`src/include/mode_pd_pkg.sv`:
```
// Constants for the control-mode strap and power-down block
package mode_pd_pkg;
  // Strap levels of the address pin as reported by the analog level detector
  typedef enum logic [2:0] {
    STRAP_GND,
    STRAP_WEAK_DOWN,
    STRAP_OPEN,
    STRAP_WEAK_UP,
    STRAP_SUPPLY
  } strap_level_e;

  localparam logic [6:0] ADDR_GND = 7'h34;
  localparam logic [6:0] ADDR_WEAK_DOWN = 7'h35;
  localparam logic [6:0] ADDR_OPEN = 7'h36;
  localparam logic [6:0] ADDR_WEAK_UP = 7'h37;
  localparam logic [6:0] ADDR_NONE = 7'h00;

  // Density-input select lives in control register 0x06, bit 0
  localparam logic [7:0] REG_SERIAL_MODE = 8'h06;
  localparam int DENSITY_SEL_BIT = 0;

  // Zero samples before auto power-down
  localparam int ZERO_RUN_LEN = 2048;
  localparam int ZERO_CNT_W = 12;

  // Volume ramp: full scale 8-bit volume, 00h is mute, one step per cycle
  localparam int VOL_W = 8;
  localparam logic [7:0] VOL_MUTE = 8'h00;

  // Power-down settle time after mute, in ns, and its cycle count at 5 ns
  localparam int CLK_PERIOD_NS = 5;
  localparam int PD_SETTLE_NS = 1000;
  localparam int PD_SETTLE_CYC = (PD_SETTLE_NS + CLK_PERIOD_NS - 1) / CLK_PERIOD_NS;

  // Input rates: serial 48 kHz, or standalone density 3 or 6 MHz
  typedef enum logic [1:0] {
    RATE_SERIAL_48K,
    RATE_DENSITY_3M,
    RATE_DENSITY_6M
  } input_rate_e;
endpackage

```
`src/logic/mode_pd_ctrl.sv`:
```
// Control-mode strap decode, standalone option straps and soft power-down sequencing
//
// How it works
// - Address strap levels ground, weak down, open, weak up give addresses 34h-37h.
// - Strap tied to output supply selects standalone mode with no bus address.
// - In two-wire mode the serial port defaults to I2S or TDM input.
// - Density select bit in register 06h switches port to 1-bit density input.
// - Standalone forces soft power-down to 0 and auto power-down enable to 1.
// - Standalone, clock strap low: I2S 48 kHz, data strap picks left or right.
// - Standalone, clock strap high: density 3 or 6 MHz, frame sync picks slot.
// - Soft power-down stops all but the control interface, which keeps answering.
// - Soft power-down ramps volume to mute before finishing the shutdown.
// - Overcurrent protection is provided, with a control that disables it.
// - Auto power-down after 2048 zero samples in serial audio mode, wake on first nonzero sample.
module mode_pd_ctrl
  import mode_pd_pkg::*;
(
  input wire logic clk,
  input wire logic rstn,
  input wire logic [2:0] addrStrap,
  input wire logic clkStrap,
  input wire logic dataStrap,
  input wire logic frameSyncPin,
  input wire logic regWrite,
  input wire logic [7:0] regAddr,
  input wire logic [7:0] regWdata,
  input wire logic softPowerDownReg,
  input wire logic autoPowerDownEnReg,
  input wire logic [7:0] volumeSet,
  input wire logic sampleValid,
  input wire logic sampleZero,
  input wire logic overcurrentDetect,
  input wire logic overcurrentDisable,
  output logic standalone,
  output logic [6:0] busAddress,
  output logic densityMode,
  output logic [1:0] inputRate,
  output logic slotRight,
  output logic [7:0] volumeOut,
  output logic coreEnable,
  output logic controlEnable,
  output logic powerDownDone,
  output logic autoPowerDown,
  output logic overcurrentTrip
);

  //////////////////////////////////////////////////////////////////////////////
  // Three-flop synchronisers for pins; change counts when stages two and three agree

  logic [2:0] addrS1_ff, addrS2_ff, addrS3_ff, addrQ_ff;
  logic [2:0] nxt_addrQ;
  logic [2:0] pinS1_ff, pinS2_ff, pinS3_ff, pinQ_ff;
  logic [2:0] nxt_pinQ;

  always_comb
  begin
    nxt_addrQ = (addrS2_ff == addrS3_ff) ? addrS3_ff : addrQ_ff;
    nxt_pinQ = pinQ_ff;
    for (int i = 0; i < 3; i++)
    begin
      if (pinS2_ff[i] == pinS3_ff[i])
      begin
        nxt_pinQ[i] = pinS3_ff[i];
      end
    end
  end

  always_ff @(posedge clk or negedge rstn)
  begin
    if (!rstn)
    begin
      addrS1_ff <= 3'h0;
      addrS2_ff <= 3'h0;
      addrS3_ff <= 3'h0;
      addrQ_ff <= 3'h0;
      pinS1_ff <= 3'h0;
      pinS2_ff <= 3'h0;
      pinS3_ff <= 3'h0;
      pinQ_ff <= 3'h0;
    end
    else
    begin
      addrS1_ff <= addrStrap;
      addrS2_ff <= addrS1_ff;
      addrS3_ff <= addrS2_ff;
      addrQ_ff <= nxt_addrQ;
      pinS1_ff <= {frameSyncPin, dataStrap, clkStrap};
      pinS2_ff <= pinS1_ff;
      pinS3_ff <= pinS2_ff;
      pinQ_ff <= nxt_pinQ;
    end
  end

  //////////////////////////////////////////////////////////////////////////////
  // Strap capture; waits a few cycles after release so the synchronisers settle

  logic [2:0] settle_ff, nxt_settle;
  logic latched_ff, nxt_latched;
  logic standalone_ff, nxt_standalone;
  logic [6:0] busAddr_ff, nxt_busAddr;
  logic clkStrap_ff, nxt_clkStrap;
  logic dataStrap_ff, nxt_dataStrap;

  always_comb
  begin
    nxt_settle = settle_ff;
    nxt_latched = latched_ff;
    nxt_standalone = standalone_ff;
    nxt_busAddr = busAddr_ff;
    nxt_clkStrap = clkStrap_ff;
    nxt_dataStrap = dataStrap_ff;
    if (!latched_ff)
    begin
      if (settle_ff != 3'h7)
      begin
        nxt_settle = settle_ff + 3'h1;
      end
      else
      begin
        nxt_latched = 1'b1;
        nxt_clkStrap = pinQ_ff[0];
        nxt_dataStrap = pinQ_ff[1];
        nxt_standalone = 1'b0;
        unique case (addrQ_ff)
          STRAP_GND: nxt_busAddr = ADDR_GND;
          STRAP_WEAK_DOWN: nxt_busAddr = ADDR_WEAK_DOWN;
          STRAP_OPEN: nxt_busAddr = ADDR_OPEN;
          STRAP_WEAK_UP: nxt_busAddr = ADDR_WEAK_UP;
          default:
          begin
            // Supply level, or an illegal code, is taken as standalone
            nxt_standalone = 1'b1;
            nxt_busAddr = ADDR_NONE;
          end
        endcase
      end
    end
  end

  always_ff @(posedge clk or negedge rstn)
  begin
    if (!rstn)
    begin
      settle_ff <= 3'h0;
      latched_ff <= 1'b0;
      standalone_ff <= 1'b0;
      busAddr_ff <= ADDR_NONE;
      clkStrap_ff <= 1'b0;
      dataStrap_ff <= 1'b0;
    end
    else
    begin
      settle_ff <= nxt_settle;
      latched_ff <= nxt_latched;
      standalone_ff <= nxt_standalone;
      busAddr_ff <= nxt_busAddr;
      clkStrap_ff <= nxt_clkStrap;
      dataStrap_ff <= nxt_dataStrap;
    end
  end

  //////////////////////////////////////////////////////////////////////////////
  // Serial port mode, rate and slot selection

  logic densitySel_ff, nxt_densitySel;
  logic density_ff, nxt_density;
  logic [1:0] rate_ff, nxt_rate;
  logic slot_ff, nxt_slot;
  logic spd, apdEn;

  // Standalone mode overrides the register copies of the power-down controls
  assign spd = standalone_ff ? 1'b0 : softPowerDownReg;
  assign apdEn = standalone_ff ? 1'b1 : autoPowerDownEnReg;

  always_comb
  begin
    nxt_densitySel = densitySel_ff;
    if (regWrite && !standalone_ff && regAddr == REG_SERIAL_MODE)
    begin
      nxt_densitySel = regWdata[DENSITY_SEL_BIT];
    end
    nxt_density = 1'b0;
    nxt_rate = RATE_SERIAL_48K;
    nxt_slot = 1'b0;
    if (standalone_ff)
    begin
      if (!clkStrap_ff)
      begin
        nxt_rate = RATE_SERIAL_48K;
        nxt_slot = dataStrap_ff;
      end
      else
      begin
        nxt_density = 1'b1;
        nxt_rate = dataStrap_ff ? RATE_DENSITY_6M : RATE_DENSITY_3M;
        nxt_slot = pinQ_ff[2];
      end
    end
    else
    begin
      // Default is I2S/TDM; frame sync is expected held low in density mode
      nxt_density = densitySel_ff;
    end
  end

  always_ff @(posedge clk or negedge rstn)
  begin
    if (!rstn)
    begin
      densitySel_ff <= 1'b0;
      density_ff <= 1'b0;
      rate_ff <= RATE_SERIAL_48K;
      slot_ff <= 1'b0;
    end
    else
    begin
      densitySel_ff <= nxt_densitySel;
      density_ff <= nxt_density;
      rate_ff <= nxt_rate;
      slot_ff <= nxt_slot;
    end
  end

  //////////////////////////////////////////////////////////////////////////////
  // Soft power-down sequence: ramp to mute, settle, then core off

  typedef enum logic [1:0] {PD_RUN, PD_RAMP, PD_SETTLE, PD_OFF} pd_state_e;
  pd_state_e pd_ff, nxt_pd;
  logic [7:0] vol_ff, nxt_vol;
  logic [8:0] setCnt_ff, nxt_setCnt;
  logic core_ff, nxt_core;
  logic done_ff, nxt_done;

  always_comb
  begin
    nxt_pd = pd_ff;
    nxt_vol = vol_ff;
    nxt_setCnt = setCnt_ff;
    nxt_core = core_ff;
    nxt_done = 1'b0;
    unique case (pd_ff)
      PD_RUN:
      begin
        nxt_vol = volumeSet;
        nxt_core = 1'b1;
        if (spd)
        begin
          nxt_pd = PD_RAMP;
        end
      end
      PD_RAMP:
      begin
        // Step down one code a cycle so the output never jumps
        if (vol_ff == VOL_MUTE)
        begin
          nxt_pd = PD_SETTLE;
          nxt_setCnt = 9'(PD_SETTLE_CYC - 1);
        end
        else
        begin
          nxt_vol = vol_ff - 8'h01;
        end
      end
      PD_SETTLE:
      begin
        if (setCnt_ff == 9'h000)
        begin
          nxt_pd = PD_OFF;
          nxt_core = 1'b0;
        end
        else
        begin
          nxt_setCnt = setCnt_ff - 9'h001;
        end
      end
      PD_OFF:
      begin
        nxt_done = 1'b1; // Clocks may now stop
        if (!spd)
        begin
          nxt_pd = PD_RUN;
        end
      end
    endcase
  end

  always_ff @(posedge clk or negedge rstn)
  begin
    if (!rstn)
    begin
      pd_ff <= PD_RUN;
      vol_ff <= VOL_MUTE;
      setCnt_ff <= 9'h000;
      core_ff <= 1'b0;
      done_ff <= 1'b0;
    end
    else
    begin
      pd_ff <= nxt_pd;
      vol_ff <= nxt_vol;
      setCnt_ff <= nxt_setCnt;
      core_ff <= nxt_core;
      done_ff <= nxt_done;
    end
  end

  //////////////////////////////////////////////////////////////////////////////
  // Auto power-down on a run of zero samples, serial audio mode only

  logic [11:0] zeroCnt_ff, nxt_zeroCnt;
  logic apd_ff, nxt_apd;
  logic oc_ff, nxt_oc;

  always_comb
  begin
    nxt_zeroCnt = zeroCnt_ff;
    nxt_apd = apd_ff;
    if (!apdEn || density_ff)
    begin
      nxt_zeroCnt = 12'h000;
      nxt_apd = 1'b0;
    end
    else if (sampleValid)
    begin
      if (!sampleZero)
      begin
        nxt_zeroCnt = 12'h000;
        nxt_apd = 1'b0;
      end
      else if (zeroCnt_ff == 12'(ZERO_RUN_LEN - 1))
      begin
        nxt_apd = 1'b1;
      end
      else
      begin
        nxt_zeroCnt = zeroCnt_ff + 12'h001;
      end
    end
    // Sticky trip; disable saves power by ignoring the detector
    nxt_oc = overcurrentDisable ? 1'b0 : (oc_ff | overcurrentDetect);
  end

  always_ff @(posedge clk or negedge rstn)
  begin
    if (!rstn)
    begin
      zeroCnt_ff <= 12'h000;
      apd_ff <= 1'b0;
      oc_ff <= 1'b0;
    end
    else
    begin
      zeroCnt_ff <= nxt_zeroCnt;
      apd_ff <= nxt_apd;
      oc_ff <= nxt_oc;
    end
  end

  //////////////////////////////////////////////////////////////////////////////
  // Outputs straight from flops; control port on once straps latch, kept on through power-down

  assign standalone = standalone_ff;
  assign busAddress = busAddr_ff;
  assign densityMode = density_ff;
  assign inputRate = rate_ff;
  assign slotRight = slot_ff;
  assign volumeOut = vol_ff;
  assign coreEnable = core_ff;
  assign controlEnable = latched_ff;
  assign powerDownDone = done_ff;
  assign autoPowerDown = apd_ff;
  assign overcurrentTrip = oc_ff;
endmodule

```
`config.mk`:
```
export PLATFORM = sky130hd
export DESIGN_NAME = mode_pd_ctrl
export DESIGN_NICKNAME = d
export VERILOG_FILES = /design/src/include/mode_pd_pkg.sv /design/src/logic/mode_pd_ctrl.sv
export SDC_FILE = /design/constraint.sdc
export NUM_CORES = 1
export LEC_CHECK = 0
export BUFFER_PORTS_ARGS = -buffer_cell sky130_fd_sc_hd__buf_2
export CAP_MARGIN = 20
export CORE_AREA = 5 5 100 102
export DETAILED_ROUTE_END_ITERATION = 6
export DIE_AREA = 0 0 105 107
export HOLD_SLACK_MARGIN = 0.05
export SLEW_MARGIN = 30
export SYNTH_ARGS = -nofsm -noshare
export SYNTH_HDL_FRONTEND = slang
export SYNTH_SLANG_ARGS = --single-unit
```
`constraint.sdc`:
```
create_clock -name clk -period 5.5 [get_ports clk]
set_clock_uncertainty 0.2 [all_clocks]
set_input_delay 0 -clock clk [delete_from_list [all_inputs] [get_ports clk]]
set_output_delay 0 -clock clk [all_outputs]
set_load 0.02 [all_outputs]
```
# Yosys cells after proc, flatten, opt, wreduce, memory -nomap -nowiden
# Index checks and enable logic that the tools add are counted.
[totals] wordCells=113 in_bits=39 reg_bits=78 output_inout_bits=25
[classes] reduce_logical=22 n_bitwise=3 n_eq_ne=21 n_addsub=4 n_mux=35
[op_table] operator="12-bit two-way mux" n=4
[op_table] operator="6-bit case mux with 4 select lines" n=1
[op_table] operator="9-bit two-way mux" n=2
[op_table] operator="9-bit case mux with 2 select lines" n=1
[op_table] operator="1-bit two-way mux" n=16
[op_table] operator="8-bit case mux with 2 select lines" n=1
[op_table] operator="2-bit two-way mux" n=7
[op_table] operator="12-bit by 1-bit adder with 12-bit output, second input constant" n=1
[op_table] operator="12-bit by 11-bit == test with 1-bit output, second input constant" n=1
[op_table] operator="2-bit != test, second input constant" n=6
[op_table] operator="2-bit AND reduction" n=6
[op_table] operator="9-bit zero test" n=1
[op_table] operator="9-bit by 1-bit subtractor with 9-bit output, second input constant" n=1
[op_table] operator="8-bit by 3-bit == test with 1-bit output, second input constant" n=1
[op_table] operator="8-bit zero test" n=1
[op_table] operator="8-bit two-way mux" n=1
[op_table] operator="2-bit case mux with 4 select lines" n=1
[op_table] operator="2-bit nonzero test" n=4
[op_table] operator="8-bit by 1-bit subtractor with 8-bit output, second input constant" n=1
[op_table] operator="3-bit by 2-bit == test with 1-bit output, second input constant" n=2
[op_table] operator="3-bit != test, second input constant" n=2
[op_table] operator="2-bit == test, second input constant" n=2
[op_table] operator="4-bit AND reduction" n=1
[op_table] operator="4-bit OR reduction" n=1
[op_table] operator="other kinds (15)" n=20

# Depth between registers and ports, before layout
# Gate-level depths: netlist of run 1.
[depth] ltp_word=5 depth_mapped=8 depth_no_buf=7

# Least setup slack after synthesis of run 1
# No wires, ideal clock.
[synth_path] kind="register -> register" startpoint="register vol_ff[4] (netlist: volumeOut[4])" endpoint="register pd_ff[1]" arrival_time_ps=2113 setup_slack_ps=3060 stages_incl_launch_ff=7 required_ps=5172 synth_period_minus_slack_ps=2440 setup_time_ps=128 path_cell_list="dfrtp_1 > or4_1 > buf_2 > o41ai_4 > nand2_2 > a21oi_2 > mux2_1"
[synth_via] elab_chain_cells=3
[synth_rtl] item="start: declaration" line_no="mode_pd_ctrl.sv:229" source="logic [7:0] vol_ff, nxt_vol;"
[synth_rtl] item="start signal: assignment" line_no="mode_pd_ctrl.sv:300" source="vol_ff <= nxt_vol;"
[synth_rtl] item="8-bit zero test" line_no="mode_pd_ctrl.sv:254" source="if (vol_ff == VOL_MUTE)"
[synth_rtl] item="2-bit != test (no source line)"
[synth_rtl] item="4-bit AND reduction (no source line)"
[synth_rtl] item="end signal: assignment" line_no="mode_pd_ctrl.sv:299" source="pd_ff <= nxt_pd;"
[synth_rtl] item="end: declaration" line_no="mode_pd_ctrl.sv:228" source="pd_state_e pd_ff, nxt_pd;"
# Every way passes these cells.
# A chain may end at the register's enable or synchronous reset.

# Worst setup path in the final report of run 1
# Ends and elaborated chain as after synthesis.

==> flow_metrics.py, run 1 <==
metrics = {
    "status": {
        "status": "completed",
    },
    "cts": {
        "cts_buffers": 9,
        "clkLatencyLatePin_ns": 0.34,
        "clk_pin_slew_ns": 0.08,
        "cts.sinks": 74,
        "cts.htree.levels": 3,
        "cts_buffer_depth": 2,
        "root_buffer": "clkbuf_8",
        "hold_buffers": 22,
        "postCtsSetupBuffers": 0,
        "cts_tree": "yes",
        "post_cts_resize_count": 0,
    },
    "setup_path": {
        "critPathCaptureType": "flip-flop",
        "crit-reg2reg-launch": "volumeOut[4]$_DFFE_PN0P_",
        "reg2reg_slack_ns": 2.87,
        "worstPathArrival_ns": 2.66,
        "path_class": "reg -> reg",
        "rr_worst_depth": 5,
        "crit_path_start_kind": "flip-flop",
        "required_ns": 5.53,
        "reg2reg_to": "pd_ff[1]$_DFFE_PN0P_",
        "crit_fanout": 10,
    },
    "placed_design": {
        "place_area_um2": 3820,
        "placed_cells": 482,
        "portBuffers": 54,
        "dp_hpwl_um": 4590,
        "gp_congestion": 0.795,
    },
    "timing": {
        "rsz0062_at_grt": "false",
        "min_period_ns": 2.63,
        "finalSetupViolations": 0,
        "hold_viol": 0,
        "slew_viol_final": 0,
        "tns_ns": 0,
        "slew_headroom": 0.418,
        "worst_slew_pin_slew_ns": 0.873,
        "finalCritPeriodShare": 0.478,
        "whs_ns": 0.0466,
        "fmax_mhz": 380,
    },
    "yosys": {
        "async_reset_ff_frac": 1.00,
        "syn-instance-count": 331,
        "synth_area_per_cell_um2": 10.5,
        "synthesis.area_um2": 3480,
        "yosysSeqAreaShare": 0.533,
        "yosysWarnings": 0,
        "synth_edf_count": 0,
        "synth_area_leaders": "dfrtp_1, ha_1, mux2_2",
        "synth_top_cell_by_area": "dfrtp_1",
        "synth_top_area_share": 0.533,
        "synth.distinct_cells": 50,
        "ys.flop_type": "dfrtp_1",
        "synth_seq_cells": 74,
    },
    "finish": {
        "area_growth_pct": 22.3,
        "final_nets": 453,
        "fill_cells": 863,
        "diodes": 0,
        "layout-drive-gt1-share": 0.221,
        "fin_area_um2": 4250,
        "final_cells": 519,
    },
    "flow_run": {
        "maxCapViolations": 0,
    },
    "global_route": {
        "antenna_found_initial": 0,
        "grt_pass1_wl_um": 11700,
        "grt_overflow": 0,
        "grt_max_degree": 75,
        "grt_pass1_vias": 2518,
        "track_usage": 0.125,
    },
    "power_and_ir_drop": {
        "pwr-share-comb": 0.333,
        "totalPowerFinal_mw": 1.78,
        "p_seq_frac": 0.424,
        "sw_frac_of_total": 0.366,
        "p_clk_frac": 0.242,
        "p_switching_uw": 653,
        "peakVddDrop_uv": 215,
        "pwr_density_cell_nw_per_um2": 419,
        "power_leakage_nw": 1.87,
        "p_int_mw": 1.13,
    },
    "worst_hold_path": {
        "worstHoldPathType": "in -> async",
    },
    "routing": {
        "via_per_inst": 5.10,
        "post-route-drc-count": 0,
        "wl_per_cell_um": 13.3,
        "finalWirelength_um": 6910,
        "via_count": 2647,
        "drtIter0Drc": 70,
        "drt_pass1_iterations": 4,
        "final_antenna_net_count": 0,
    },
    "die": {
        "die_h_um": 107,
        "die_area_um2": 11200,
        "core_area_um2": 9020,
        "core.rowCount": 35,
        "io_pins": 64,
        "die_x_um": 105,
        "initial_utilization": 0.385,
    },
}
[placed cells by master, fill, tap and decap left out, types with 2 or more instances in the layout]
cell	Yosys	final
a211oi_1	7	7
a21oi_1	17	17
a22o_1	3	3
a31oi_1	4	4
and3_1	4	4
buf_2	1	53
clkbuf_8	0	11
conb_1	1	2
dfrtp_1	74	74
dlygate4sd3_1	0	22
ha_1	10	10
inv_1	17	17
maj3_1	3	3
mux2_2	11	11
mux2i_1	3	3
nand2_1	23	23
nand2b_1	3	3
nand3_1	14	14
nand3b_1	2	2
nand4_1	3	3
nand4b_1	4	4
nor2_1	30	30
nor2b_1	6	6
nor3_1	5	5
nor3b_1	2	2
nor4_1	8	7
nor4_2	1	2
nor4b_1	2	2
o21ai_0	17	17
o311ai_0	2	2
o31ai_1	3	3
or2_2	4	4
or3_1	4	4
or4_1	2	2
xnor2_1	5	5
xor2_1	9	9
[cells by family (layout without fill, tap and decap cells)]
logic type	count (synthesis)	count (layout)	share of synthesized area
flip-flops	74	74	0.533
XOR/XNOR	14	14	0.0353
buffers and inverters	32	108	0.0396
adder cells (fa/ha/maj)	13	13	0.0446
AO/OA/AOI/OAI	63	63	0.121
multiplexers	15	15	0.0475
other	1	2	0.00108
AND/OR/NAND/NOR	119	119	0.178
[area by class of cell]
cell class                      instances  area [um^2]  area share
Sequential cell                        74         1850       0.436
Multi-Input combinational cell        226         1500       0.352
Timing Repair Buffer                   76          497       0.117
Clock buffer                           11          151      0.0356
Tap cell                              111          139      0.0327
Inverter                               17         63.8      0.0150
Clock inverter                          4         51.3      0.0121
[how the worst max path moves through the flow]
stage | to | slack, ns | start | depth (start not counted)
after floorplan | pd_ff[1]$_DFFE_PN0P_ | 3.06 | volumeOut[4]$_DFFE_PN0P_ | 6
after global placement | zeroCnt_ff[0]$_DFFE_PN0P_ | 2.88 | zeroCnt_ff[0]$_DFFE_PN0P_ | 5
after detailed placement | pd_ff[1]$_DFFE_PN0P_ | 2.90 | volumeOut[4]$_DFFE_PN0P_ | 5
after global routing | pd_ff[1]$_DFFE_PN0P_ | 2.74 | volumeOut[2]$_DFFE_PN0P_ | 5
after CTS | pd_ff[1]$_DFFE_PN0P_ | 2.86 | volumeOut[4]$_DFFE_PN0P_ | 5
final | pd_ff[1]$_DFFE_PN0P_ | 2.87 | volumeOut[4]$_DFFE_PN0P_ | 5
[cells in the mapped netlist (5+ instances only)]
cell,n
dfrtp_1,74
nor2_1,30
nand2_1,23
a21oi_1,17
inv_1,17
o21ai_0,17
nand3_1,14
mux2_2,11
ha_1,10
clkbuf_1,9
xor2_1,9
nor4_1,8
a211oi_1,7
nor2b_1,6
nor3_1,5
xnor2_1,5
[registers in the layout, indices dropped and copies added, names as in the netlist, 2 cells and up]
signal      cells
zeroCnt_ff     12
setCnt_ff       9
volumeOut       8
addrQ_ff        3
addrS1_ff       3
addrS2_ff       3
addrS3_ff       3
busAddress      3
pinQ_ff         3
pinS1_ff        3
pinS2_ff        3
pinS3_ff        3
settle_ff       3
inputRate       2
pd_ff           2
[through the flow]
stage,utilization,worst slack (ns)
floorplan,-,3.06
global placement,0.423,2.88
global route,0.471,2.74
detailed placement,0.424,2.90
CTS,0.471,2.86
finish,0.471,2.87
[power by group through the flow]
stage | logic [mW] | clock network [mW] | registers [mW]
floorplan | 0.400 | 0 | 0.796
global placement | 0.572 | 0 | 0.762
detailed placement | 0.586 | 0 | 0.768
CTS | 0.603 | 0.448 | 0.757
global route | 0.670 | 0.470 | 0.776
finish | 0.594 | 0.432 | 0.756
[critical path, cell delays in order (launching register included)]
cell,delay [ns]
dfrtp_1,0.42
or4_1,0.70
o41ai_4,0.58
nand2_2,0.12
a21oi_2,0.16
mux2_1,0.34
[routing by layer]
| metal | share of wire | routed length (um) | up-vias | GRT usage |
|---|---|---|---|---|
| met5 | 0 | 0 | - | 0 |
| met4 | 0.019 | 130 | 0 | 0.0557 |
| met3 | 0.046 | 321 | 10 | 0.0283 |
| met2 | 0.47 | 3260 | 51 | 0.198 |
| met1 | 0.46 | 3200 | 1266 | 0.165 |
| li1 | - | - | 1320 | - |
Power figures use the tool's default switching activity.
==> run 2, diff against run 1 <==
- clock period: 5.5 -> 2.12 ns (I/O delays scaled with it)
==> run 2 against run 1 <==
The flow now finishes with violations (negative setup slack). Largest cell class unchanged. Clock power increased by 130%. Non-clock buffer count rose by 42. Critical endpoint is now volumeOut[2]$_DFFE_PN0P_. Combinational power grew to 3.4 times the previous value.
==> flow_metrics.py, run 2 (synthesis gave the netlist of run 1 again) <==
metrics = {
    "power_and_ir_drop": {
        "sw_frac_of_total": 0.372,
        "totalPowerFinal_mw": 4.96,
        "power_leakage_nw": 2.07,
        "pwr_density_cell_nw_per_um2": 1060,
        "p_switching_mw": 1.84,
        "p_int_mw": 3.11,
        "peakVddDrop_uv": 459,
        "p_clk_frac": 0.199,
        "pwr-share-comb": 0.412,
        "p_seq_frac": 0.388,
    },
    "worst_hold_path": {
        "hold_path_end": "pinS1_ff[1]$_DFF_PN0_",
        "min-delay-start": "dataStrap",
        "hold_depth": 2,
        "worstHoldPathType": "in -> reg",
    },
    "setup_path": {
        "rr_worst_depth": 6,
        "crit_path_start_kind": "flip-flop",
        "reg2reg_slack_ns": -0.06,
        "crit_path_cell_trace": "or4_4 > buf_6 > nand3b_1 > a21oi_1 > a21oi_1 > mux2_2",
        "worstPathArrival_ns": 2.21,
        "reg2reg_to": "volumeOut[2]$_DFFE_PN0P_",
        "critPathTopFamily": "simple AND/OR/NAND/NOR gates",
        "required_ns": 2.15,
        "slowest_stage": "or4_4",
        "critical-path-max-stage-delay_ns": 0.57,
        "critPathCaptureType": "flip-flop",
        "worst-path-buf-inv": 1,
        "path_class": "reg -> reg",
        "critPathMostFrequentCell": "a21oi_1",
        "crit-reg2reg-launch": "volumeOut[4]$_DFFE_PN0P_",
        "crit_fanout": 5,
    },
    "placed_design": {
        "gp_congestion": 0.801,
        "portBuffers": 54,
        "dp_hpwl_um": 5310,
    },
    "routing": {
        "finalWirelength_um": 7540,
        "final_antenna_net_count": 0,
        "drt_pass1_iterations": 4,
        "via_per_inst": 5.06,
        "wl_per_cell_um": 13.4,
        "drtIter0Drc": 65,
        "post-route-drc-count": 0,
        "via_count": 2840,
    },
    "finish": {
        "layout-drive-gt1-share": 0.320,
        "final_nets": 495,
        "largest_reg_flops": 12,
        "final_common_cell": "dfrtp_1",
        "area_growth_pct": 34.4,
        "regMostFlops": "zeroCnt_ff",
        "fin_util": 0.518,
        "final_cell_mix": "dfrtp_1, buf_2, buf_4",
        "diodes": 0,
    },
    "timing": {
        "tns_ns": -0.0842,
        "finalCritPeriodShare": 1.03,
        "fin_ws_ns": -0.0619,
        "rsz0062_at_grt": "true",
        "slew_headroom": 0.639,
        "slew_viol_final": 0,
        "min_period_ns": 2.18,
        "finalSetupViolations": 2,
        "hold_viol": 0,
        "worst_slew_pin_slew_ns": 0.542,
        "fmax_mhz": 458,
    },
    "global_route": {
        "track_usage": 0.141,
        "antenna_found_initial": 0,
        "grt_overflow": 0,
        "grt_max_degree": 42,
        "grt_pass1_vias": 2832,
        "grt_pass1_wl_um": 13100,
    },
    "die": {
        "initial_utilization": 0.385,
        "die_h_um": 107,
        "die_area_um2": 11200,
        "die_x_um": 105,
        "io_pins": 64,
        "core.rowCount": 35,
        "core_area_um2": 9020,
    },
    "cts": {
        "cts.sinks": 74,
        "clk_pin_slew_ns": 0.08,
        "clkLatencyLatePin_ns": 0.34,
        "cts_buffer_depth": 2,
        "cts_buffers": 9,
        "cts.htree.levels": 3,
        "root_buffer": "clkbuf_8",
        "cts_tree": "yes",
    },
    "status": {
        "status": "finished with violations",
        "violations": "negative setup slack",
    },
    "flow_run": {
        "maxCapViolations": 0,
    },
}
-- run 2: worst register-to-register path, stage by stage, from the launching register on --
cell and delay (ns):
dfrtp_2 0.40, or4_4 0.57, buf_6 0.15, nand3b_1 0.26
a21oi_1 0.19, a21oi_1 0.05, mux2_2 0.25
-- run 2: per-layer routing --
| layer | track usage | share of wire | wire (um) | up-vias |
|---|---|---|---|---|
| li1 | - | - | - | 1406 |
| met1 | 0.177 | 0.45 | 3420 | 1385 |
| met2 | 0.237 | 0.50 | 3770 | 40 |
| met3 | 0.0313 | 0.036 | 273 | 9 |
| met4 | 0.0539 | 0.010 | 78 | 0 |
| met5 | 0 | 0 | 0 | - |
-- run 2: power by group through the flow --
stage | sequential [mW] | combinational (mW) | clock (mW)
finish | 1.92 | 2.04 | 0.988
global route | 1.96 | 2.26 | 1.08
CTS | 1.91 | 1.96 | 1.02
detailed placement | 1.93 | 1.85 | 0
global placement | 1.92 | 1.82 | 0
floorplan | 2.07 | 1.04 | 0
-- run 2: worst max path at each step --
stage / startpoint / to / slack, ns / depth (start not counted)
after global routing: volumeOut[4]$_DFFE_PN0P_ / volumeOut[2]$_DFFE_PN0P_ / -0.13 / 6
after floorplan: volumeOut[4]$_DFFE_PN0P_ / pd_ff[1]$_DFFE_PN0P_ / -0.29 / 6
after global placement: volumeOut[4]$_DFFE_PN0P_ / setCnt_ff[3]$_DFFE_PN0P_ / -0.08 / 6
after CTS: volumeOut[4]$_DFFE_PN0P_ / volumeOut[2]$_DFFE_PN0P_ / -0.06 / 6
after detailed placement: volumeOut[4]$_DFFE_PN0P_ / setCnt_ff[4]$_DFFE_PN0P_ / -0.13 / 6
final: volumeOut[4]$_DFFE_PN0P_ / volumeOut[2]$_DFFE_PN0P_ / -0.06 / 6
-- run 2: cell type report --
type                       count  area, um^2
fill                         836        4350
sequential                    74        1850
multi-input combinational    226        1590
timing repair buffer         118         847
clock buffer                  11         151
tap                          111         139
inverter                      17        63.8
clock inverter                 4        27.5
-- run 2: per-stage QoR --
step	std cells	hold WS, ns	instance area (um^2)	setup WS (ns)
floorplan	332	-0.496	3490	-0.295
detailed placement	516	-0.175	4100	-0.126
CTS	560	0.0792	4590	-0.0635
global route	561	0.0922	4670	-0.129
global placement	516	-0.179	4100	-0.0830
finish	561	0.101	4670	-0.0619
-- run 2: timing repair --
item	CTS	global route
pin swaps	5	8
setup endpoints to repair	17	17
resized for setup	7	17
hold buffers	28	0
setup buffers	1	1
endpoints found under the hold margin	100	0
==> run 3, diff against run 2 <==
- BUFFER_PORTS_ARGS: -buffer_cell sky130_fd_sc_hd__buf_2 -> -buffer_cell sky130_fd_sc_hd__buf_4
- CORE_AREA: 5 5 100 102 -> 5 5 101 103
- DIE_AREA: 0 0 105 107 -> 0 0 106 108
- clock period: 2.12 -> 2.7 ns (I/O delays scaled with it)
==> run 3 against run 2 <==
The flow now finishes without violations. Flip-flop and latch count unchanged. Clock power fell by 9.9%. Critical path depth is 1 lower. Final area decreased by 5.4%. Register-to-register slack improved by 0.39 ns. Combinational power shrank 35%. Maximum frequency down 7.9%. Worst setup slack improved by 0.39 ns. Die area up 1.9%. Sequential power fell by 19%. Largest power group is now registers.
==> flow_metrics.py, run 3 (synthesis gave the netlist of run 1 again) <==
metrics = {
    "setup_path": {
        "crit_path_cell_trace": "or4_1 > nand3b_1 > a21oi_1 > a21oi_1 > mux2_2",
        "crit_fanout": 7,
        "required_ns": 2.73,
        "worstPathArrival_ns": 2.40,
        "critPathMostFrequentCell": "a21oi_1",
        "critical-path-max-stage-delay_ns": 0.69,
        "slowest_stage": "or4_1",
        "crit_path_start_kind": "flip-flop",
        "path_class": "reg -> reg",
        "critPathCaptureType": "flip-flop",
    },
    "die": {
        "die_h_um": 108,
        "io_pins": 64,
        "initial_utilization": 0.382,
        "core.rowCount": 35,
        "die_x_um": 106,
        "die_area_um2": 11400,
        "core_area_um2": 9110,
    },
    "timing": {
        "slew_headroom": 0.561,
        "rsz0062_at_grt": "false",
        "fmax_mhz": 422,
        "worst_slew_pin_slew_ns": 0.652,
        "tns_ns": 0,
        "slew_viol_final": 0,
        "finalCritPeriodShare": 0.877,
        "min_period_ns": 2.37,
        "hold_viol": 0,
        "finalSetupViolations": 0,
    },
    "global_route": {
        "track_usage": 0.130,
        "grt_max_degree": 75,
        "grt_pass1_vias": 2596,
        "antenna_found_initial": 0,
        "grt_overflow": 0,
        "grt_pass1_wl_um": 12100,
    },
    "power_and_ir_drop": {
        "pwr_density_cell_nw_per_um2": 850,
        "p_clk_frac": 0.237,
        "power_leakage_nw": 1.94,
        "pwr-share-comb": 0.351,
        "p_int_mw": 2.36,
        "peakVddDrop_uv": 460,
        "p_switching_mw": 1.40,
        "sw_frac_of_total": 0.371,
        "p_seq_frac": 0.412,
    },
    "routing": {
        "finalWirelength_um": 7050,
        "via_per_inst": 5.14,
        "wl_per_cell_um": 13.4,
        "via_count": 2701,
        "post-route-drc-count": 0,
        "drtIter0Drc": 92,
        "drt_pass1_iterations": 4,
        "final_antenna_net_count": 0,
    },
    "cts": {
        "cts_tree": "yes",
        "cts.sinks": 74,
        "clkLatencyLatePin_ns": 0.34,
        "post_cts_resize_count": 0,
        "postCtsSetupBuffers": 0,
        "cts_buffer_depth": 2,
        "clk_pin_slew_ns": 0.09,
        "cts_buffers": 9,
        "cts.htree.levels": 3,
        "root_buffer": "clkbuf_8",
    },
    "finish": {
        "diodes": 0,
        "largest_reg_flops": 12,
        "fill_cells": 858,
        "layout-drive-gt1-share": 0.229,
        "final_cell_mix": "dfrtp_1, buf_4, nor2_1",
        "final_cells": 525,
        "final_nets": 458,
        "regMostFlops": "zeroCnt_ff",
        "final_common_cell": "dfrtp_1",
        "area_growth_pct": 27.1,
    },
    "flow_run": {
        "maxCapViolations": 0,
    },
    "status": {
        "status": "completed",
    },
    "placed_design": {
        "gp_congestion": 0.800,
        "placed_cells": 487,
        "dp_hpwl_um": 4790,
        "portBuffers": 54,
    },
    "worst_hold_path": {
        "worstHoldPathType": "in -> async",
    },
}
run 3: path summary, 6_finish.rpt:
path | from | endpoint | slack, ns | cells past startpoint
worst max-delay path | volumeOut[4]$_DFFE_PN0P_ | volumeOut[2]$_DFFE_PN0P_ | 0.33 | 5
worst min-delay path | rstn | inputRate[1]$_DFF_PN0_ | 0.03 | 2
worst max register to register | volumeOut[4]$_DFFE_PN0P_ | volumeOut[2]$_DFFE_PN0P_ | 0.33 | 5
worst min register to register | pinS1_ff[1]$_DFF_PN0_ | pinS2_ff[1]$_DFF_PN0_ | 0.15 | 0
max in group asynchronous | rstn | volumeOut[6]$_DFFE_PN0P_ | 1.81 | 2
min in group clk | softPowerDownReg | pd_ff[0]$_DFFE_PN0P_ | 0.11 | 5
run 3: per-layer routing:
layer / track usage / vias up / routed length (um)
met1: 0.160 / 1302 / 3260
met2: 0.221 / 62 / 3380
li1: - / 1331 / -
met4: 0.0416 / 0 / 93
met3: 0.0388 / 6 / 324
met5: 0 / - / 0
run 3: timing repair:
action                     4_1_cts  5_1_grt
setup endpoints to repair        0        0
hold endpoints to repair       100        0
hold buffers                    22        0
run 3: metrics by stage:
step           instance area (um^2)  setup WS (ns)  hold WS [ns]  total power, mW   util
4_1_cts                        4420          0.345        0.0866             3.81  0.485
2_1_floorplan                  3480          0.260        -0.496             2.43      -
3_3_place_gp                   3990          0.388       -0.0904             2.83  0.438
6_report                       4420          0.332        0.0342             3.76  0.485
5_1_grt                        4420          0.218        0.0937             4.03  0.485
3_5_place_dp                   3990          0.351       -0.0890             2.87  0.438
run 3: area by class of cell:
type | count | area (um^2) | area share
inverters | 17 | 63.8 | 0.0144
multi-input cells | 226 | 1490 | 0.337
well taps | 111 | 139 | 0.0314
clock buffers | 9 | 124 | 0.0280
clock inverters | 7 | 83.8 | 0.0190
flip-flops and latches | 74 | 1850 | 0.419
repair buffers | 81 | 667 | 0.151
run 3: worst max-delay path, delay by kind of cell (launching register included):
| kind | cells | cell delay, ns |
|---|---|---|
| mux | 1 | 0.26 |
| simple gates | 2 | 1.09 |
| compound gates | 2 | 0.28 |
| flops | 1 | 0.43 |
run 3: power by group through the flow:
stage	clock [mW]	combinational, mW	sequential (mW)
after floorplan	0	0.814	1.62
after global placement	0	1.27	1.56
after detailed placement	0	1.30	1.57
after CTS	0.934	1.33	1.55
after global routing	0.981	1.46	1.59
final	0.890	1.32	1.55
